--- src/mbli_params.svh ---
`ifndef MBLI_PARAMS_SVH
`define MBLI_PARAMS_SVH

// ****************************************************************
// widths
// ****************************************************************
`define MBLI_ADDR_W      24
`define MBLI_LO_W        16
`define MBLI_EXT_W       8

// ****************************************************************
// field positions
// ****************************************************************
`define MBLI_UPPER_MSB   15
`define MBLI_UPPER_LSB   8
`define MBLI_LOWER_MSB   7
`define MBLI_LOWER_LSB   0
`define MBLI_BURST_MSB   3
`define MBLI_BURST_LSB   1
`define MBLI_BURST_EXT_MSB 3

// ****************************************************************
// reset values
// ****************************************************************
`define MBLI_ADDR_RST    24'h000000
`define MBLI_LO_RST      16'h0000
`define MBLI_EXT_RST     8'h00
`define MBLI_DATA_RST    16'h0000
`define MBLI_BYTE_RST    8'h00
`define MBLI_EN_RST      2'h0

`endif

--- src/mbli_pkg.sv ---
package mbli_pkg;

    // ****************************************************************
    // host bus flavours
    // ****************************************************************
    typedef enum logic [2:0] {
        MODE_MUX_BHE,
        MODE_MUX_WRLH,
        MODE_MUX_BURST,
        MODE_NM_WRLH,
        MODE_NM_SIZE,
        MODE_NM_DSTRB
    } mbli_mode_t;

    typedef struct packed {
        mbli_mode_t mode;
        logic       strobe_high;
        logic       strobe_used;
    } mbli_cfg_t;

    typedef struct packed {
        logic rd;
        logic wr;
        logic even;
        logic odd;
    } mbli_strb_t;

    typedef struct packed {
        logic [7:0] odd;
        logic [7:0] even;
    } mbli_word_t;

endpackage

--- src/mbli_addr_latch.sv ---
`timescale 1ns/10ps
`include "mbli_params.svh"

module mbli_addr_latch #(
    parameter int          W   = 16,
    parameter logic [W-1:0] RST = '0
) (
    input  wire logic         sys_clk,
    input  wire logic         arst_n,
    input  wire logic         load_i,
    input  wire logic [W-1:0] d_i,
    output logic      [W-1:0] q_o
);

    logic [W-1:0] q_ff;
    logic [W-1:0] nxt_q;

    always_comb begin
        nxt_q = load_i ? d_i : q_ff;
    end

    always_ff @(posedge sys_clk or negedge arst_n) begin
        if (!arst_n) begin
            q_ff <= RST;
        end else begin
            q_ff <= nxt_q;
        end
    end

    assign q_o = q_ff;

endmodule

--- src/mbli_lane_dec.sv ---
`timescale 1ns/10ps
`include "mbli_params.svh"

module mbli_lane_dec (
    input  wire mbli_pkg::mbli_mode_t mode_i,
    input  wire logic                 control_pin_zero,
    input  wire logic                 control_pin_one,
    input  wire logic                 control_pin_two,
    input  wire logic                 port_d_bit_three,
    input  wire logic                 a0_i,
    output mbli_pkg::mbli_strb_t      strb_o
);

    // ****************************************************************
    // strobe roles per bus flavour
    // ****************************************************************
    always_comb begin
        strb_o = '0;
        unique case (mode_i)
            mbli_pkg::MODE_MUX_BHE: begin
                strb_o.wr   = !control_pin_zero;
                strb_o.rd   = !control_pin_one;
                strb_o.even = !a0_i;
                strb_o.odd  = !control_pin_two;
            end
            mbli_pkg::MODE_MUX_WRLH, mbli_pkg::MODE_MUX_BURST, mbli_pkg::MODE_NM_WRLH: begin
                // program store enable reads like the read strobe
                strb_o.rd   = !control_pin_one
                            | ((mode_i == mbli_pkg::MODE_MUX_BURST) && !control_pin_two);
                strb_o.wr   = !control_pin_zero | !port_d_bit_three;
                // no byte qualifier on reads here, so both lanes answer
                strb_o.even = strb_o.rd | !control_pin_zero;
                strb_o.odd  = strb_o.rd | !port_d_bit_three;
            end
            mbli_pkg::MODE_NM_SIZE: begin
                strb_o.rd   = !control_pin_one && control_pin_zero;
                strb_o.wr   = !control_pin_one && !control_pin_zero;
                strb_o.even = !a0_i;
                strb_o.odd  = !control_pin_two || a0_i;
            end
            mbli_pkg::MODE_NM_DSTRB: begin
                strb_o.rd   = (!control_pin_one || !control_pin_two) && control_pin_zero;
                strb_o.wr   = (!control_pin_one || !control_pin_two) && !control_pin_zero;
                strb_o.even = !control_pin_one;
                strb_o.odd  = !control_pin_two;
            end
            default: strb_o = '0;
        endcase
    end

endmodule

--- src/mbli_top.sv ---
`timescale 1ns/10ps
`include "mbli_params.svh"

// Notes on behaviour
// - non-multiplexed: address on shared port, data on ports f/g, floated when idle
// - non-multiplexed: address bits above sixteen come in through ports a-c
// - multiplexed with byte-high: write on pin zero, read on pin one
// - unused pin two feeds logic; unused port d/f pins flagged free
// - non-multiplexed bus works with the address strobe left off
// - address bit zero low is the even byte, high the odd byte
// - byte-high mode: odd byte upper lane, even byte lower lane
// - dual write strobes: high strobe odd upper, low strobe even lower
// - size-bit mode: even byte upper lane, odd byte lower lane
// - data-strobe mode: upper strobe even upper, lower strobe odd lower
// - multiplexed without byte-high: low write on pin zero, high on port d three
// - address above multiplexed range enters through ports a-c
// - size-bit host: read/write, data strobe, size on pins zero to two
// - data bits 0-7 on port f, bits 8-15 on port g
// - burst: upper address held, low bits stepped from port f
// - burst host: read pin one, store enable pin two, writes pin zero/port d
// - byte-enable host: read/write pin zero, byte enables on pins one and two
// - multiplexed: strobe latches address; bus driven only on selected read
module mbli_top (
    input  wire logic                  sys_clk,
    input  wire logic                  arst_n,
    input  wire mbli_pkg::mbli_cfg_t   cfg_i,
    input  wire logic [15:0]           shared_addr_data_port_i,
    output logic      [15:0]           shared_addr_data_port_o,
    output logic                       shared_addr_data_port_oe,
    input  wire logic                  control_pin_zero,
    input  wire logic                  control_pin_one,
    input  wire logic                  control_pin_two,
    input  wire logic                  port_d_bit_three,
    input  wire logic                  port_d_bit_zero,
    input  wire logic [7:0]            port_f_i,
    output logic      [7:0]            port_f_o,
    output logic                       port_f_oe,
    input  wire logic [7:0]            port_g_i,
    output logic      [7:0]            port_g_o,
    output logic                       port_g_oe,
    input  wire logic [7:0]            port_abc_addr_i,
    input  wire logic                  select_i,
    input  wire mbli_pkg::mbli_word_t  rd_data_i,
    output logic      [23:0]           addr_o,
    output logic      [1:0]            rd_en_o,
    output logic      [1:0]            wr_en_o,
    output mbli_pkg::mbli_word_t       wr_data_o,
    output logic                       pld_control_pin_two_o,
    output logic                       control_pin_two_free_o,
    output logic                       port_d3_free_o,
    output logic                       port_f_nib_free_o
);

    // ****************************************************************
    // flavour decode
    // ****************************************************************
    logic                 is_mux;
    logic                 is_burst;
    logic                 even_upper;
    logic                 latch_en;
    logic                 lo_load;
    logic [15:0]          lo_q;
    logic [15:0]          lo_now;
    logic [7:0]           ext_q;
    logic [7:0]           ext_now;
    mbli_pkg::mbli_strb_t strb;

    always_comb begin
        is_mux     = (cfg_i.mode == mbli_pkg::MODE_MUX_BHE)
                   || (cfg_i.mode == mbli_pkg::MODE_MUX_WRLH)
                   || (cfg_i.mode == mbli_pkg::MODE_MUX_BURST);
        is_burst   = (cfg_i.mode == mbli_pkg::MODE_MUX_BURST);
        even_upper = (cfg_i.mode == mbli_pkg::MODE_NM_SIZE)
                   || (cfg_i.mode == mbli_pkg::MODE_NM_DSTRB);
        latch_en   = cfg_i.strobe_high ? port_d_bit_zero : !port_d_bit_zero;
        // without a strobe the non-multiplexed address is taken live
        lo_load    = latch_en && (is_mux || cfg_i.strobe_used);
        lo_now     = lo_load ? shared_addr_data_port_i : lo_q;
        ext_now    = lo_load ? port_abc_addr_i : ext_q;
        if (!is_mux && !cfg_i.strobe_used) begin
            lo_now  = shared_addr_data_port_i;
            ext_now = port_abc_addr_i;
        end
    end

    // ****************************************************************
    // address latches
    // ****************************************************************
    mbli_addr_latch #(
        .W   (`MBLI_LO_W),
        .RST (`MBLI_LO_RST)
    ) u_lo_latch (
        .sys_clk (sys_clk),
        .arst_n  (arst_n),
        .load_i  (lo_load),
        .d_i     (shared_addr_data_port_i),
        .q_o     (lo_q)
    );

    mbli_addr_latch #(
        .W   (`MBLI_EXT_W),
        .RST (`MBLI_EXT_RST)
    ) u_ext_latch (
        .sys_clk (sys_clk),
        .arst_n  (arst_n),
        .load_i  (lo_load),
        .d_i     (port_abc_addr_i),
        .q_o     (ext_q)
    );

    mbli_lane_dec u_lane_dec (
        .mode_i           (cfg_i.mode),
        .control_pin_zero (control_pin_zero),
        .control_pin_one  (control_pin_one),
        .control_pin_two  (control_pin_two),
        .port_d_bit_three (port_d_bit_three),
        .a0_i             (lo_now[0]),
        .strb_o           (strb)
    );

    // ****************************************************************
    // registered bus side
    // ****************************************************************
    logic [23:0]          addr_ff;
    logic [23:0]          nxt_addr;
    logic [1:0]           rd_en_ff;
    logic [1:0]           nxt_rd_en;
    logic [1:0]           wr_en_ff;
    logic [1:0]           nxt_wr_en;
    mbli_pkg::mbli_word_t wr_data_ff;
    mbli_pkg::mbli_word_t nxt_wr_data;
    logic [15:0]          shared_addr_data_port_o_ff;
    logic [15:0]          nxt_shared_addr_data_port_o;
    logic                 shared_addr_data_port_oe_ff;
    logic                 nxt_shared_addr_data_port_oe;
    logic [7:0]           pf_o_ff;
    logic [7:0]           pg_o_ff;
    logic [7:0]           nxt_pf_o;
    logic [7:0]           nxt_pg_o;
    logic                 pf_oe_ff;
    logic                 pg_oe_ff;
    logic                 nxt_pf_oe;
    logic                 nxt_pg_oe;
    logic                 control_pin_two_free_ff;
    logic                 nxt_control_pin_two_free;
    logic                 pld_control_pin_two_ff;
    logic                 nxt_pld_control_pin_two;
    logic                 pd3_free_ff;
    logic                 nxt_pd3_free;
    logic                 pf_nib_free_ff;
    logic                 nxt_pf_nib_free;
    logic                 drive;
    logic                 upper_en;
    logic                 lower_en;
    logic [15:0]          bus_in;
    logic [15:0]          rd_lanes;

    always_comb begin
        if (is_burst) begin
            nxt_addr = {ext_now[`MBLI_BURST_EXT_MSB:0], lo_now,
                        port_f_i[`MBLI_BURST_MSB:`MBLI_BURST_LSB], 1'b0};
        end else begin
            nxt_addr = {ext_now, lo_now};
        end
        // write data sampled from the port the flavour uses
        bus_in   = is_mux ? shared_addr_data_port_i : {port_g_i, port_f_i};
        rd_lanes = even_upper ? {rd_data_i.even, rd_data_i.odd}
                              : {rd_data_i.odd, rd_data_i.even};
        upper_en = even_upper ? strb.even : strb.odd;
        lower_en = even_upper ? strb.odd : strb.even;
        drive    = select_i && strb.rd;
        nxt_rd_en = {drive && strb.odd, drive && strb.even};
        nxt_wr_en = {select_i && strb.wr && strb.odd,
                     select_i && strb.wr && strb.even};
        nxt_wr_data = wr_data_ff;
        if (select_i && strb.wr) begin
            if (even_upper) begin
                nxt_wr_data = {bus_in[`MBLI_LOWER_MSB:`MBLI_LOWER_LSB],
                               bus_in[`MBLI_UPPER_MSB:`MBLI_UPPER_LSB]};
            end else begin
                nxt_wr_data = bus_in;
            end
        end
        nxt_shared_addr_data_port_o  = rd_lanes;
        nxt_shared_addr_data_port_oe = is_mux && drive;
        nxt_pg_o    = rd_lanes[`MBLI_UPPER_MSB:`MBLI_UPPER_LSB];
        nxt_pf_o    = rd_lanes[`MBLI_LOWER_MSB:`MBLI_LOWER_LSB];
        // idle data ports float so the host owns the bus
        nxt_pg_oe   = !is_mux && drive && upper_en;
        nxt_pf_oe   = !is_mux && drive && lower_en;
        nxt_control_pin_two_free  = (cfg_i.mode == mbli_pkg::MODE_MUX_WRLH)
                       || (cfg_i.mode == mbli_pkg::MODE_NM_WRLH);
        nxt_pld_control_pin_two   = nxt_control_pin_two_free && control_pin_two;
        nxt_pd3_free    = !((cfg_i.mode == mbli_pkg::MODE_MUX_WRLH)
                       || (cfg_i.mode == mbli_pkg::MODE_NM_WRLH) || is_burst);
        // port f carries data when non-multiplexed, address in burst
        nxt_pf_nib_free = is_mux && !is_burst;
    end

    always_ff @(posedge sys_clk or negedge arst_n) begin
        if (!arst_n) begin
            addr_ff        <= `MBLI_ADDR_RST;
            rd_en_ff       <= `MBLI_EN_RST;
            wr_en_ff       <= `MBLI_EN_RST;
            wr_data_ff     <= `MBLI_DATA_RST;
            shared_addr_data_port_o_ff      <= `MBLI_DATA_RST;
            shared_addr_data_port_oe_ff     <= 1'b0;
            pf_o_ff        <= `MBLI_BYTE_RST;
            pg_o_ff        <= `MBLI_BYTE_RST;
            pf_oe_ff       <= 1'b0;
            pg_oe_ff       <= 1'b0;
            control_pin_two_free_ff  <= 1'b0;
            pld_control_pin_two_ff   <= 1'b0;
            pd3_free_ff    <= 1'b0;
            pf_nib_free_ff <= 1'b0;
        end else begin
            addr_ff        <= nxt_addr;
            rd_en_ff       <= nxt_rd_en;
            wr_en_ff       <= nxt_wr_en;
            wr_data_ff     <= nxt_wr_data;
            shared_addr_data_port_o_ff      <= nxt_shared_addr_data_port_o;
            shared_addr_data_port_oe_ff     <= nxt_shared_addr_data_port_oe;
            pf_o_ff        <= nxt_pf_o;
            pg_o_ff        <= nxt_pg_o;
            pf_oe_ff       <= nxt_pf_oe;
            pg_oe_ff       <= nxt_pg_oe;
            control_pin_two_free_ff  <= nxt_control_pin_two_free;
            pld_control_pin_two_ff   <= nxt_pld_control_pin_two;
            pd3_free_ff    <= nxt_pd3_free;
            pf_nib_free_ff <= nxt_pf_nib_free;
        end
    end

    assign addr_o                   = addr_ff;
    assign rd_en_o                  = rd_en_ff;
    assign wr_en_o                  = wr_en_ff;
    assign wr_data_o                = wr_data_ff;
    assign shared_addr_data_port_o  = shared_addr_data_port_o_ff;
    assign shared_addr_data_port_oe = shared_addr_data_port_oe_ff;
    assign port_f_o                 = pf_o_ff;
    assign port_g_o                 = pg_o_ff;
    assign port_f_oe                = pf_oe_ff;
    assign port_g_oe                = pg_oe_ff;
    assign control_pin_two_free_o             = control_pin_two_free_ff;
    assign pld_control_pin_two_o              = pld_control_pin_two_ff;
    assign port_d3_free_o           = pd3_free_ff;
    assign port_f_nib_free_o        = pf_nib_free_ff;
endmodule

--- config.mk ---
export PLATFORM = sky130hd
export DESIGN_NAME = mbli_top
export DESIGN_NICKNAME = d
export VERILOG_FILES = /design/src/mbli_pkg.sv /design/src/mbli_addr_latch.sv /design/src/mbli_lane_dec.sv /design/src/mbli_top.sv
export VERILOG_INCLUDE_DIRS = /design/src
export SDC_FILE = /design/constraint.sdc
export NUM_CORES = 1
export LEC_CHECK = 0
export BUFFER_PORTS_ARGS = -buffer_cell sky130_fd_sc_hd__clkbuf_2
export CELL_PAD_IN_SITES_DETAIL_PLACEMENT = 2
export CELL_PAD_IN_SITES_GLOBAL_PLACEMENT = 2
export CORE_ASPECT_RATIO = 1.2
export CORE_UTILIZATION = 25
export DETAILED_ROUTE_END_ITERATION = 6
export PLACE_DENSITY = 0.77
export SLEW_MARGIN = 20
export SYNTH_ARGS = -nofsm -noshare
export SYNTH_HDL_FRONTEND = slang
export SYNTH_SLANG_ARGS = --single-unit
export TNS_END_PERCENT = 1
--- constraint.sdc ---
create_clock -name sys_clk -period 2.3 [get_ports sys_clk]
set_input_delay 0.345 -clock sys_clk [delete_from_list [all_inputs] [get_ports sys_clk]]
set_output_delay 0.345 -clock sys_clk [all_outputs]
set_load 0.1 [all_outputs]
==> results of run 1 <==
[flip-flops by register name, indices dropped and copies added, names as in the netlist]
name and cells:
port_g_o 8, pld_control_pin_two_o 1, u_lo_latch.q_o 16, port_f_o 7, port_f_oe 1, port_g_oe 1
port_f_nib_free_o 1, rd_en_o 2, u_ext_latch.q_o 8, wr_en_o 2, control_pin_two_free_o 1, port_d3_free_o 1
shared_addr_data_port_oe 1, addr_o 24, shared_addr_data_port_o 1, wr_data_o 16
[worst max-delay path by stage]
stage | startpoint | endpoint | cells after the start
final | cfg_i[2] | addr_o[8] | 6
after global routing | cfg_i[2] | addr_o[8] | 6
after CTS | cfg_i[2] | addr_o[8] | 6
after detailed placement | cfg_i[2] | addr_o[8] | 6
after global placement | cfg_i[2] | addr_o[8] | 6
after floorplan | port_f_o[0] | shared_addr_data_port_o[0] | 1
[layout make-up]
type,count,area share [%]
sequential,91,41.5
multi-input combinational,223,32.3
timing repair buffer,163,16.0
tap,216,4.93
clock buffer,12,4.68
clock inverter,4,0.456
inverter,2,0.137
[layout by cell type (no fill, tap or decap), types with 2 or more instances in the layout]
master / synthesis / layout
sky130_fd_sc_hd__clkinvlp_4: 0 / 2
sky130_fd_sc_hd__nor2b_1: 2 / 2
sky130_fd_sc_hd__mux2_2: 48 / 48
sky130_fd_sc_hd__a21oi_1: 11 / 10
sky130_fd_sc_hd__clkinv_2: 0 / 2
sky130_fd_sc_hd__nor2_1: 25 / 25
sky130_fd_sc_hd__buf_12: 0 / 2
sky130_fd_sc_hd__dfrtp_1: 91 / 91
sky130_fd_sc_hd__mux2i_1: 40 / 40
sky130_fd_sc_hd__clkbuf_8: 0 / 2
sky130_fd_sc_hd__mux2_4: 8 / 8
sky130_fd_sc_hd__o21ai_0: 4 / 4
sky130_fd_sc_hd__clkbuf_2: 0 / 150
sky130_fd_sc_hd__buf_4: 23 / 10
sky130_fd_sc_hd__a22oi_1: 3 / 3
sky130_fd_sc_hd__nand2_1: 34 / 34
sky130_fd_sc_hd__inv_1: 2 / 2
sky130_fd_sc_hd__a31oi_1: 16 / 16
sky130_fd_sc_hd__nand2b_1: 3 / 2
sky130_fd_sc_hd__a21o_1: 2 / 2
sky130_fd_sc_hd__o211a_1: 2 / 2
sky130_fd_sc_hd__clkbuf_16: 0 / 9
[metal layers]
metal  vias to the layer above  share of wire, %  track usage [%]
met3                        14               4.8             2.98
met1                      1646                43             18.4
met5                         -                 0                0
met4                         0               1.4             5.06
li1                       1505                 -                -
met2                       108                50             25.6
[report_power, final]
part / total [mW] / leakage, nW / internal (mW) / switching [mW]
Sequential: 1.98 / 1.08 / 1.85 / 0.130
Combinational: 2.33 / 1.48 / 0.466 / 1.86
Clock: 1.42 / 0.135 / 0.788 / 0.630
[timing repair]
action                     CTS  global route
hold buffers                 1             0
resized for setup            0             0
hold endpoints to repair    27             0
setup endpoints to repair    0             0
[cell families after synthesis]
kind of cell | share of synthesized area [%]
AO/OA/AOI/OAI | 7.63
XOR/XNOR | 0.408
flip-flops | 53.0
buffers and inverters | 6.15
multiplexers | 25.2
AND/OR/NAND/NOR | 7.55
[stage by stage]
step	cell area (um^2)	instances	worst slack, ps	hold WS, ps	total power, mW
finish	5490	711	627	246	5.73
global route	5490	711	462	241	5.97
CTS	5490	711	541	232	5.82
detailed placement	5190	694	170	304	4.37
global placement	5190	694	275	296	4.31
floorplan	4290	354	631	49.4	3.90
[critical path: cells and delay by family]
family | cells | cell delay (ps)
buf+inv | 2 | 670
mux | 2 | 520
compound gates | 2 | 320
==> metrics.log, run 1 <==
INFO  metric syn-mean-instance-area = 12.1 um^2
INFO  metric setup-violations-final = 0
INFO  metric first_global_vias = 3,613
INFO  metric yosys.area.top_type_share = 53.0%
INFO  metric hp-class = in -> reg
INFO  metric outcome = finished clean
INFO  metric cp.required = 2510 ps
INFO  metric multi_input_comb_area = 0.00177 mm^2
INFO  metric number_of_antenna_violations_at_the_first_check_in_global_routing = 0
INFO  metric register_bit_count_reported_by_yosys = 91
INFO  metric final-hold-violation-count = 0
INFO  metric netlist_top_cells_area = sky130_fd_sc_hd__dfrtp_1, sky130_fd_sc_hd__mux2_2, sky130_fd_sc_hd__mux2i_1
INFO  metric setup_repair_bufs_after_cts = 0
INFO  metric finalCritPeriodShare = 72.8%
INFO  metric postRouteAntennaNets = 0
INFO  metric holdCritStartpoint = port_abc_addr_i[0]
INFO  metric fmax = 598 MHz
INFO  metric ctsLongestPathBuffers = 2
INFO  metric wire_per_inst = 17.7 um
INFO  metric clk_transition_reported_paths = 60 ps
INFO  metric critical-path-slowest-cell = sky130_fd_sc_hd__buf_4
INFO  metric timing.reg2reg.setup_slack = 1080 ps
INFO  metric ys_seq_area_share = 53.0%
INFO  metric place.gp.congestion = 0.749
INFO  metric via_density = 4.60
INFO  metric regToRegEndpoint = rd_en_o[1]
INFO  metric synth_nets = 423
INFO  metric cts_buffers = 9
INFO  metric tightest_slew = 569 ps
INFO  metric synth_top_area_cell = sky130_fd_sc_hd__dfrtp_1
INFO  metric nNetsFinal = 559
INFO  metric floorplan.die.width = 122 um
INFO  metric yosys.cell_count.top_type = sky130_fd_sc_hd__dfrtp_1
INFO  metric start_util = 25.5%
INFO  metric number_of_standard_cell_rows_in_the_floorplan = 52
INFO  metric via_count = 3,273
INFO  metric timing_max_transition_violations_final = 0
INFO  metric cts_root_buf = sky130_fd_sc_hd__clkbuf_16
INFO  metric total_power_divided_by_cell_area = 1040 mW/mm^2
INFO  metric cpMostUsedCell = sky130_fd_sc_hd__mux2i_1
INFO  metric drtPass1Iterations = 4
INFO  metric syn_inst = 354
INFO  metric postRouteWirelength = 12,600 um
INFO  metric grt-ovfl-total = 0
INFO  metric dominantRegCellSynth = sky130_fd_sc_hd__dfrtp_1
INFO  metric netlist_area = 0.00429 mm^2
INFO  metric crit-reg2reg-launch = u_lo_latch.q_o[0]
INFO  metric power.static_leakage = 2.69 nW
INFO  metric first_iter_violations = 82
INFO  metric whs_endpoint = u_ext_latch.q_o[0]
INFO  metric vdd_ir_drop_max = 0.000397 V
INFO  metric crit_path_end_kind = flop
INFO  metric synth_enable_flop_cells = 0
INFO  metric number_of_cells_traversed_by_the_worst_register_to_register_path = 3
INFO  metric synth.distinct_cells = 43
INFO  metric port_buffers = 151
INFO  metric first_pass_grt_wire_length = 19,900 um
INFO  metric synthToLayoutAreaGrowth = 27.7%
INFO  metric grt_max_degree = 47
INFO  metric clkLatencyLatePin = 350 ps
INFO  metric cts.sink_count = 91
INFO  metric worst-setup-path-type = in -> reg
INFO  metric tritoncts = done
INFO  metric clock_skew = 6.98 ps
INFO  metric period_needed = 1670 ps
INFO  metric start_kind = input port
INFO  metric core = 0.0169 mm^2
INFO  metric hpwlAfterDp = 9600 um
INFO  metric diodes = 0
INFO  metric ff_latch_area = 0.00228 mm^2
INFO  metric cts.htree.levels = 3
INFO  metric critical-path-max-stage-delay = 380 ps
INFO  metric critical_path.cell_chain = clkbuf_2 > a21oi_2 > o21ai_4 > buf_4 > mux2i_1 > mux2i_1
INFO  metric dieHeight = 146 um
INFO  metric min_path_cells = 2
INFO  metric drc = 0
INFO  metric post_synth_most_frequent_cells = sky130_fd_sc_hd__dfrtp_1, sky130_fd_sc_hd__mux2_2, sky130_fd_sc_hd__mux2i_1, sky130_fd_sc_hd__nand2_1, sky130_fd_sc_hd__nor2_1
INFO  metric yosys_warnings = 0
INFO  metric drive_above_1_share = 48.5%
INFO  metric io-pin-count = 152
INFO  metric unrepaired_setup_endpoints_after_global_routing = no
INFO  metric die_area = 0.0177 mm^2
INFO  metric asyncSetResetFlopFracSynth = 100%
INFO  metric fin_setup_tns = 0 ps
INFO  metric cp_data_arrival_time = 1890 ps
INFO  metric fillers = 1,855
INFO  metric worst-path-max-fanout = 23
INFO  metric track_usage = 14.9%
INFO  metric timing.max_cap.violations = 0
INFO  metric final_core_utilization = 32.6%
INFO  metric slew_headroom = 62.2%
(Power assumes the default switching activity.)
==> inputs of run 2 (changes only) <==
==> constraint.sdc (replaced) <==
create_clock -name sys_clk -period 1.7 [get_ports sys_clk]
set_input_delay 0.255 -clock sys_clk [delete_from_list [all_inputs] [get_ports sys_clk]]
set_output_delay 0.255 -clock sys_clk [all_outputs]
set_load 0.1 [all_outputs]
==> run 2 against run 1 <==
  * Total power grew 39%
  * Via count up 1.1%
  * Critical endpoint is now wr_data_o[7]
  * Register-to-register slack got worse by 500 ps
  * Cell count grew 1.1%
  * Highest routed layer unchanged
  * Clock skew about the same
==> metrics.log, run 2 (synthesis gave the netlist of run 1 again) <==
INFO  metric outcome = finished clean
INFO  metric post_layout_nonfiller_instances = 719 (+1.1%)
INFO  metric cts_root_buf = sky130_fd_sc_hd__clkbuf_16
INFO  metric period_needed = 1470 ps
INFO  metric first_iter_violations = 54 (-34%)
INFO  metric worst-setup-path-type = reg -> out
INFO  metric drive_above_1_share = 49.5% (+1.0 points)
INFO  metric cp.required = 1440 ps (-1070 ps)
INFO  metric die_area = 0.0177 mm^2 (unchanged)
INFO  metric tritoncts = done
INFO  metric post_cts_resize_count = 0 (unchanged)
INFO  metric via_count = 3,308 (+1.1%)
INFO  metric clkLatencyLatePin = 350 ps (about the same)
INFO  metric cts.sink_count = 91 (unchanged)
INFO  metric power.static_leakage = 2.77 nW (+2.8%)
INFO  metric grt_max_degree = 92 (+96%)
INFO  metric number_of_antenna_violations_at_the_first_check_in_global_routing = 0 (unchanged)
INFO  metric core = 0.0169 mm^2 (unchanged)
INFO  metric critical-path-slowest-cell = sky130_fd_sc_hd__clkbuf_2
INFO  metric worst-path-max-fanout = 2 (-91%)
INFO  metric largest_register_ff_count = 24 (unchanged)
INFO  metric io-pin-count = 152 (unchanged)
INFO  metric via_density = 4.60 (about the same)
INFO  metric grt-ovfl-total = 0 (unchanged)
INFO  metric mostFrequentLayoutCells = sky130_fd_sc_hd__clkbuf_2, sky130_fd_sc_hd__dfrtp_1, sky130_fd_sc_hd__mux2_2, sky130_fd_sc_hd__mux2i_1, sky130_fd_sc_hd__nand2_1
INFO  metric finalCritPeriodShare = 86.6%
INFO  metric cts.htree.levels = 3 (unchanged)
INFO  metric final-hold-violation-count = 0 (unchanged)
INFO  metric drtPass1Iterations = 4 (unchanged)
INFO  metric critical_path.cell_chain = clkbuf_2
INFO  metric place.gp.congestion = 0.788 (+5.3%)
INFO  metric dieHeight = 146 um (unchanged)
INFO  metric drc = 0 (unchanged)
INFO  metric nNetsFinal = 567 (+1.4%)
INFO  metric placed_cells = 702 (+1.2%)
INFO  metric multi_input_comb_area = 0.00177 mm^2 (unchanged)
INFO  metric vdd_ir_drop_max = 0.000489 V (+23%)
INFO  metric finalInstanceArea = 0.00564 mm^2 (+2.8%)
INFO  metric unrepaired_setup_endpoints_after_global_routing = no
INFO  metric layout.cells.most_common = sky130_fd_sc_hd__clkbuf_2
INFO  metric fmax = 679 MHz
INFO  metric tightest_slew = 572 ps (+3.14 ps)
INFO  metric fin_setup_tns = 0 ps (unchanged)
INFO  metric first_global_vias = 3,773 (+4.4%)
INFO  metric clk_transition_reported_paths = 70 ps (about the same)
INFO  metric floorplan.die.width = 122 um (unchanged)
INFO  metric timing_max_transition_violations_final = 0 (unchanged)
INFO  metric critical-path-max-stage-delay = 480 ps (+100 ps)
INFO  metric postRouteAntennaNets = 0 (unchanged)
INFO  metric worstPathBufferInverterCount = 1 (-1)
INFO  metric first_pass_grt_wire_length = 20,600 um (+3.6%)
INFO  metric diodes = 0 (unchanged)
INFO  metric setup-violations-final = 0 (unchanged)
INFO  metric path_delay_family = buffers and inverters
INFO  metric wire_per_inst = 17.7 um (about the same)
INFO  metric hp-class = in -> reg
INFO  metric start_kind = flop
INFO  metric start_util = 25.5% (unchanged)
INFO  metric port_buffers = 151 (unchanged)
INFO  metric track_usage = 15.4% (+0.49 points)
INFO  metric hpwlAfterDp = 9700 um (+1.0%)
INFO  metric postRouteWirelength = 12,700 um (+1.1%)
INFO  metric slew_headroom = 62.0% (-0.21 points)
INFO  metric ff_latch_area = 0.00228 mm^2 (unchanged)
INFO  metric number_of_standard_cell_rows_in_the_floorplan = 52 (unchanged)
INFO  metric synthToLayoutAreaGrowth = 31.3%
INFO  metric ctsLongestPathBuffers = 2 (unchanged)
INFO  metric cp_data_arrival_time = 1220 ps (-670 ps)
INFO  metric total_power_divided_by_cell_area = 1420 mW/mm^2 (+35%)
INFO  metric crit_path_end_kind = primary output
INFO  metric timing.max_cap.violations = 0 (unchanged)
INFO  metric placed_cell_area = 0.00532 mm^2 (+2.4%)
INFO  metric fillers = 1,803 (-2.8%)
INFO  metric clock_skew = 6.86 ps (-0.123 ps)
INFO  metric cts_buffers = 9 (unchanged)
## run 2: changes by cell type in the layout (fill, tap and decap cells not counted), sizes merged
cell / delta
bufinv: +1
inv: +2
clkbuf: -2
buf: +8
clkinvlp: -1
## run 2: layout make-up
class                           instances  share of cell area [%]
Inverter                                2                   0.133
Clock inverter                          6                    1.27
Tap cell                              216                    4.79
Multi-Input combinational cell        223                    31.5
Timing Repair Buffer                  171                    17.7
Sequential cell                        91                    40.4
Clock buffer                           10                    4.24
## run 2: path summary, 6_finish.rpt
| check | start | endpoint | slack, ps | cells past startpoint |
|---|---|---|---|---|
| hold reg to reg | u_lo_latch.q_o[12] | u_lo_latch.q_o[12] | 510 | 1 |
| setup reg to reg | u_lo_latch.q_o[0] | wr_en_o[1] | 580 | 3 |
| max in group asynchronous | arst_n | addr_o[0] | 820 | 3 |
| min in group asynchronous | arst_n | port_g_o[1] | 490 | 3 |
| hold / removal | rd_data_i[1] | port_g_o[1] | 150 | 2 |
| setup / recovery | wr_data_o[7] | wr_data_o[7] | 230 | 1 |
## run 2: through the flow
step | setup slack [ps] | utilization [%] | total power [mW] | hold slack, ps
after floorplan | 121 | - | 5.27 | -40.6
after global placement | 99.7 | 31.5 | 5.89 | 346
after detailed placement | -5.54 | 31.5 | 5.96 | 354
after CTS | 198 | 33.4 | 8.12 | 140
after global routing | 183 | 33.4 | 8.33 | 144
final | 228 | 33.4 | 7.98 | 154
## run 2: layer usage
layer | up-vias | routed length [um] | part of all wire, % | track usage [%]
li1 | 1516 | - | - | -
met1 | 1663 | 5400 | 42 | 18.6
met2 | 113 | 6470 | 51 | 26.7
met3 | 16 | 622 | 4.9 | 3.06
met4 | 0 | 234 | 1.8 | 5.93
met5 | - | 0 | 0 | 0
## run 2: power breakdown
group / switching [mW] / leakage [nW] / internal, mW
clock: 0.893 / 0.151 / 1.20
sequential: 0.182 / 1.08 / 2.51
combinational: 2.53 / 1.54 / 0.669
total: 3.61 / 2.77 / 4.37
## run 2: what timing repair did
item,in CTS,in global routing
hold buffers,1,0
buffers inserted,0,0
endpoints found under the hold margin,86,0
==> inputs of run 3 (changes only) <==
--- a/config.mk
+++ b/config.mk
@@ -10,6 +10,7 @@
 export CELL_PAD_IN_SITES_DETAIL_PLACEMENT = 2
 export CELL_PAD_IN_SITES_GLOBAL_PLACEMENT = 2
 export CORE_ASPECT_RATIO = 1.2
+export CORE_MARGIN = 8
 export CORE_UTILIZATION = 25
 export DETAILED_ROUTE_END_ITERATION = 6
 export PLACE_DENSITY = 0.77
==> run 3 against run 2 <==
  * Die area grew 22%
  * Total power shrank 2.3%
  * Worst hold slack gained 3.6 ps
  * Flip-flop and latch count is the same
  * Non-clock buffer count shrank 1
  * Critical path depth is the same
  * Global-route usage shrank 2.6 points
  * Sequential share of layout area grew 0.38 points
  * Combinational power is essentially flat
  * Clock skew shrank 1.5 ps
  * Sequential power is essentially flat
  * Highest routed layer unchanged
==> metrics.log, run 3 (synthesis gave the netlist of run 1 again) <==
INFO  metric hpwlAfterDp = 10,800 um (+11%)
INFO  metric min_path_cells = 2 (unchanged)
INFO  metric drc = 0 (unchanged)
INFO  metric grt_max_degree = 92 (unchanged)
INFO  metric cts.sink_count = 91 (unchanged)
INFO  metric drtPass1Iterations = 3 (-1)
INFO  metric layout.cells.most_common = sky130_fd_sc_hd__clkbuf_2
INFO  metric die_area = 0.0216 mm^2 (+22%)
INFO  metric regToRegEndpoint = wr_en_o[1]
INFO  metric hp-class = in -> reg
INFO  metric cp.required = 1440 ps (about the same)
INFO  metric port_buffers = 151 (unchanged)
INFO  metric diodes = 0 (unchanged)
INFO  metric cts_buffers = 9 (unchanged)
INFO  metric start_kind = flop
INFO  metric cts.htree.levels = 3 (unchanged)
INFO  metric finalCritPeriodShare = 86.3% (-0.33 points)
INFO  metric outcome = finished clean
INFO  metric largest_register_ff_count = 24 (unchanged)
INFO  metric track_usage = 12.8% (-2.6 points)
INFO  metric dieHeight = 160 um (+9.6%)
INFO  metric number_of_antenna_violations_at_the_first_check_in_global_routing = 0 (unchanged)
INFO  metric timing.max_cap.violations = 0 (unchanged)
INFO  metric synthToLayoutAreaGrowth = 30.0%
INFO  metric grt-ovfl-total = 0 (unchanged)
INFO  metric mostFrequentLayoutCells = sky130_fd_sc_hd__clkbuf_2, sky130_fd_sc_hd__dfrtp_1, sky130_fd_sc_hd__mux2_2, sky130_fd_sc_hd__mux2i_1, sky130_fd_sc_hd__nand2_1
INFO  metric number_of_standard_cell_rows_in_the_floorplan = 52 (unchanged)
INFO  metric first_global_vias = 3,757 (-0.42%)
INFO  metric wire_per_inst = 19.1 um (+7.9%)
INFO  metric via_count = 3,268 (-1.2%)
INFO  metric nNetsFinal = 566 (-0.18%)
INFO  metric clock_skew = 5.38 ps (-1.48 ps)
INFO  metric postRouteAntennaNets = 0 (unchanged)
INFO  metric critical-path-slowest-cell = sky130_fd_sc_hd__clkbuf_2
INFO  metric worst-setup-path-type = reg -> out
INFO  metric holdCritStartpoint = port_abc_addr_i[1]
INFO  metric clk_transition_reported_paths = 70 ps (about the same)
INFO  metric vdd_ir_drop_max = 0.000559 V (+14%)
INFO  metric drive_above_1_share = 49.3% (-0.20 points)
INFO  metric crit-reg2reg-launch = u_lo_latch.q_o[0]
INFO  metric cp_data_arrival_time = 1210 ps (about the same)
INFO  metric clkLatencyLatePin = 340 ps (about the same)
INFO  metric timing_max_transition_violations_final = 0 (unchanged)
INFO  metric io-pin-count = 152 (unchanged)
INFO  metric period_needed = 1470 ps (-5.56 ps)
INFO  metric cts_root_buf = sky130_fd_sc_hd__clkbuf_16
INFO  metric post_cts_resize_count = 0 (unchanged)
INFO  metric ctsLongestPathBuffers = 2 (unchanged)
INFO  metric power.static_leakage = 2.75 nW (-0.92%)
INFO  metric whs_endpoint = u_ext_latch.q_o[1]
INFO  metric slew_headroom = 61.4% (-0.57 points)
INFO  metric unrepaired_setup_endpoints_after_global_routing = no
INFO  metric worst-path-max-fanout = 2 (unchanged)
INFO  metric first_iter_violations = 114 (+110%)
INFO  metric path_delay_family = buffers and inverters
INFO  metric place.gp.congestion = 0.783 (-0.75%)
INFO  metric tritoncts = done
INFO  metric final-hold-violation-count = 0 (unchanged)
INFO  metric critical_path.cell_chain = clkbuf_2
INFO  metric floorplan.die.width = 136 um (+12%)
INFO  metric number_of_cells_traversed_by_the_worst_register_to_register_path = 3 (unchanged)
INFO  metric finalPower = 7.79 mW (-2.3%)
INFO  metric total_power_divided_by_cell_area = 1400 mW/mm^2 (-1.4%)
INFO  metric fmax = 682 MHz (+0.38%)
INFO  metric start_util = 25.5% (unchanged)
INFO  metric setup-violations-final = 0 (unchanged)
INFO  metric first_pass_grt_wire_length = 21,300 um (+3.5%)
INFO  metric via_density = 4.56 (-0.93%)
INFO  metric tightest_slew = 581 ps (+8.57 ps)
INFO  metric critical-path-max-stage-delay = 480 ps (about the same)
INFO  metric timing.reg2reg.setup_slack = 390 ps (-190 ps)
INFO  metric worstPathBufferInverterCount = 1 (unchanged)
INFO  metric core = 0.0169 mm^2 (unchanged)
INFO  metric fin_setup_tns = 0 ps (unchanged)
INFO  metric crit_path_end_kind = primary output
INFO  metric postRouteWirelength = 13,700 um (+7.6%)
-- run 3: cell count changes in the layout (fill, tap and decap cells not counted), sizes merged --
| cell | before | now |
|---|---|---|
| buf | 20 | 19 |
| bufinv | 1 | 0 |
| clkinv | 2 | 3 |
| inv | 4 | 3 |
-- run 3: metrics by stage --
stage / util, % / instances / instance area, um^2 / setup WS, ps / hold WS [ps]
after floorplan: - / 354 / 4290 / 121 / -40.6
after global routing: 33.1 / 717 / 5580 / 193 / 149
final: 33.1 / 717 / 5580 / 234 / 158
after global placement: 31.4 / 701 / 5300 / 66.4 / 343
after CTS: 33.1 / 717 / 5580 / 197 / 140
after detailed placement: 31.4 / 701 / 5300 / -88.7 / 351
-- run 3: per-layer routing --
| layer | global-route usage (%) | share of wire, % |
|---|---|---|
| met4 | 5.01 | 2.0 |
| met1 | 14.9 | 42 |
| met2 | 21.4 | 48 |
| met3 | 3.57 | 7.2 |
| met5 | 0 | 0 |
-- run 3: area by class of cell --
type | instances | area, um^2
well taps | 216 | 270
clock buffers | 10 | 239
repair buffers | 170 | 978
inverters | 2 | 7.51
clock inverters | 5 | 38.8
flip-flops and latches | 91 | 2280
fillers | 1802 | 11300
multi-input cells | 223 | 1770
-- run 3: where the power goes --
part | leakage [nW] | switching [mW] | internal (mW)
Combinational | 1.53 | 2.55 | 0.663
Clock | 0.135 | 0.858 | 1.03
Sequential | 1.08 | 0.178 | 2.51
-- run 3: worst max path at each step --
stage                              from                         end  slack, ps  depth (start not counted)
after floorplan             port_f_o[0]  shared_addr_data_port_o[0]        120                          1
after global placement         cfg_i[2]                wr_data_o[5]         70                          6
after detailed placement       cfg_i[3]                  wr_en_o[1]        -90                          5
after CTS                 wr_data_o[15]               wr_data_o[15]        200                          1
after global routing      wr_data_o[10]               wr_data_o[10]        190                          1
final                     wr_data_o[15]               wr_data_o[15]        230                          1
-- run 3: repair_timing --
item,CTS,global route
buffers inserted,0,0
hold buffers,1,0
endpoints found under the hold margin,91,0
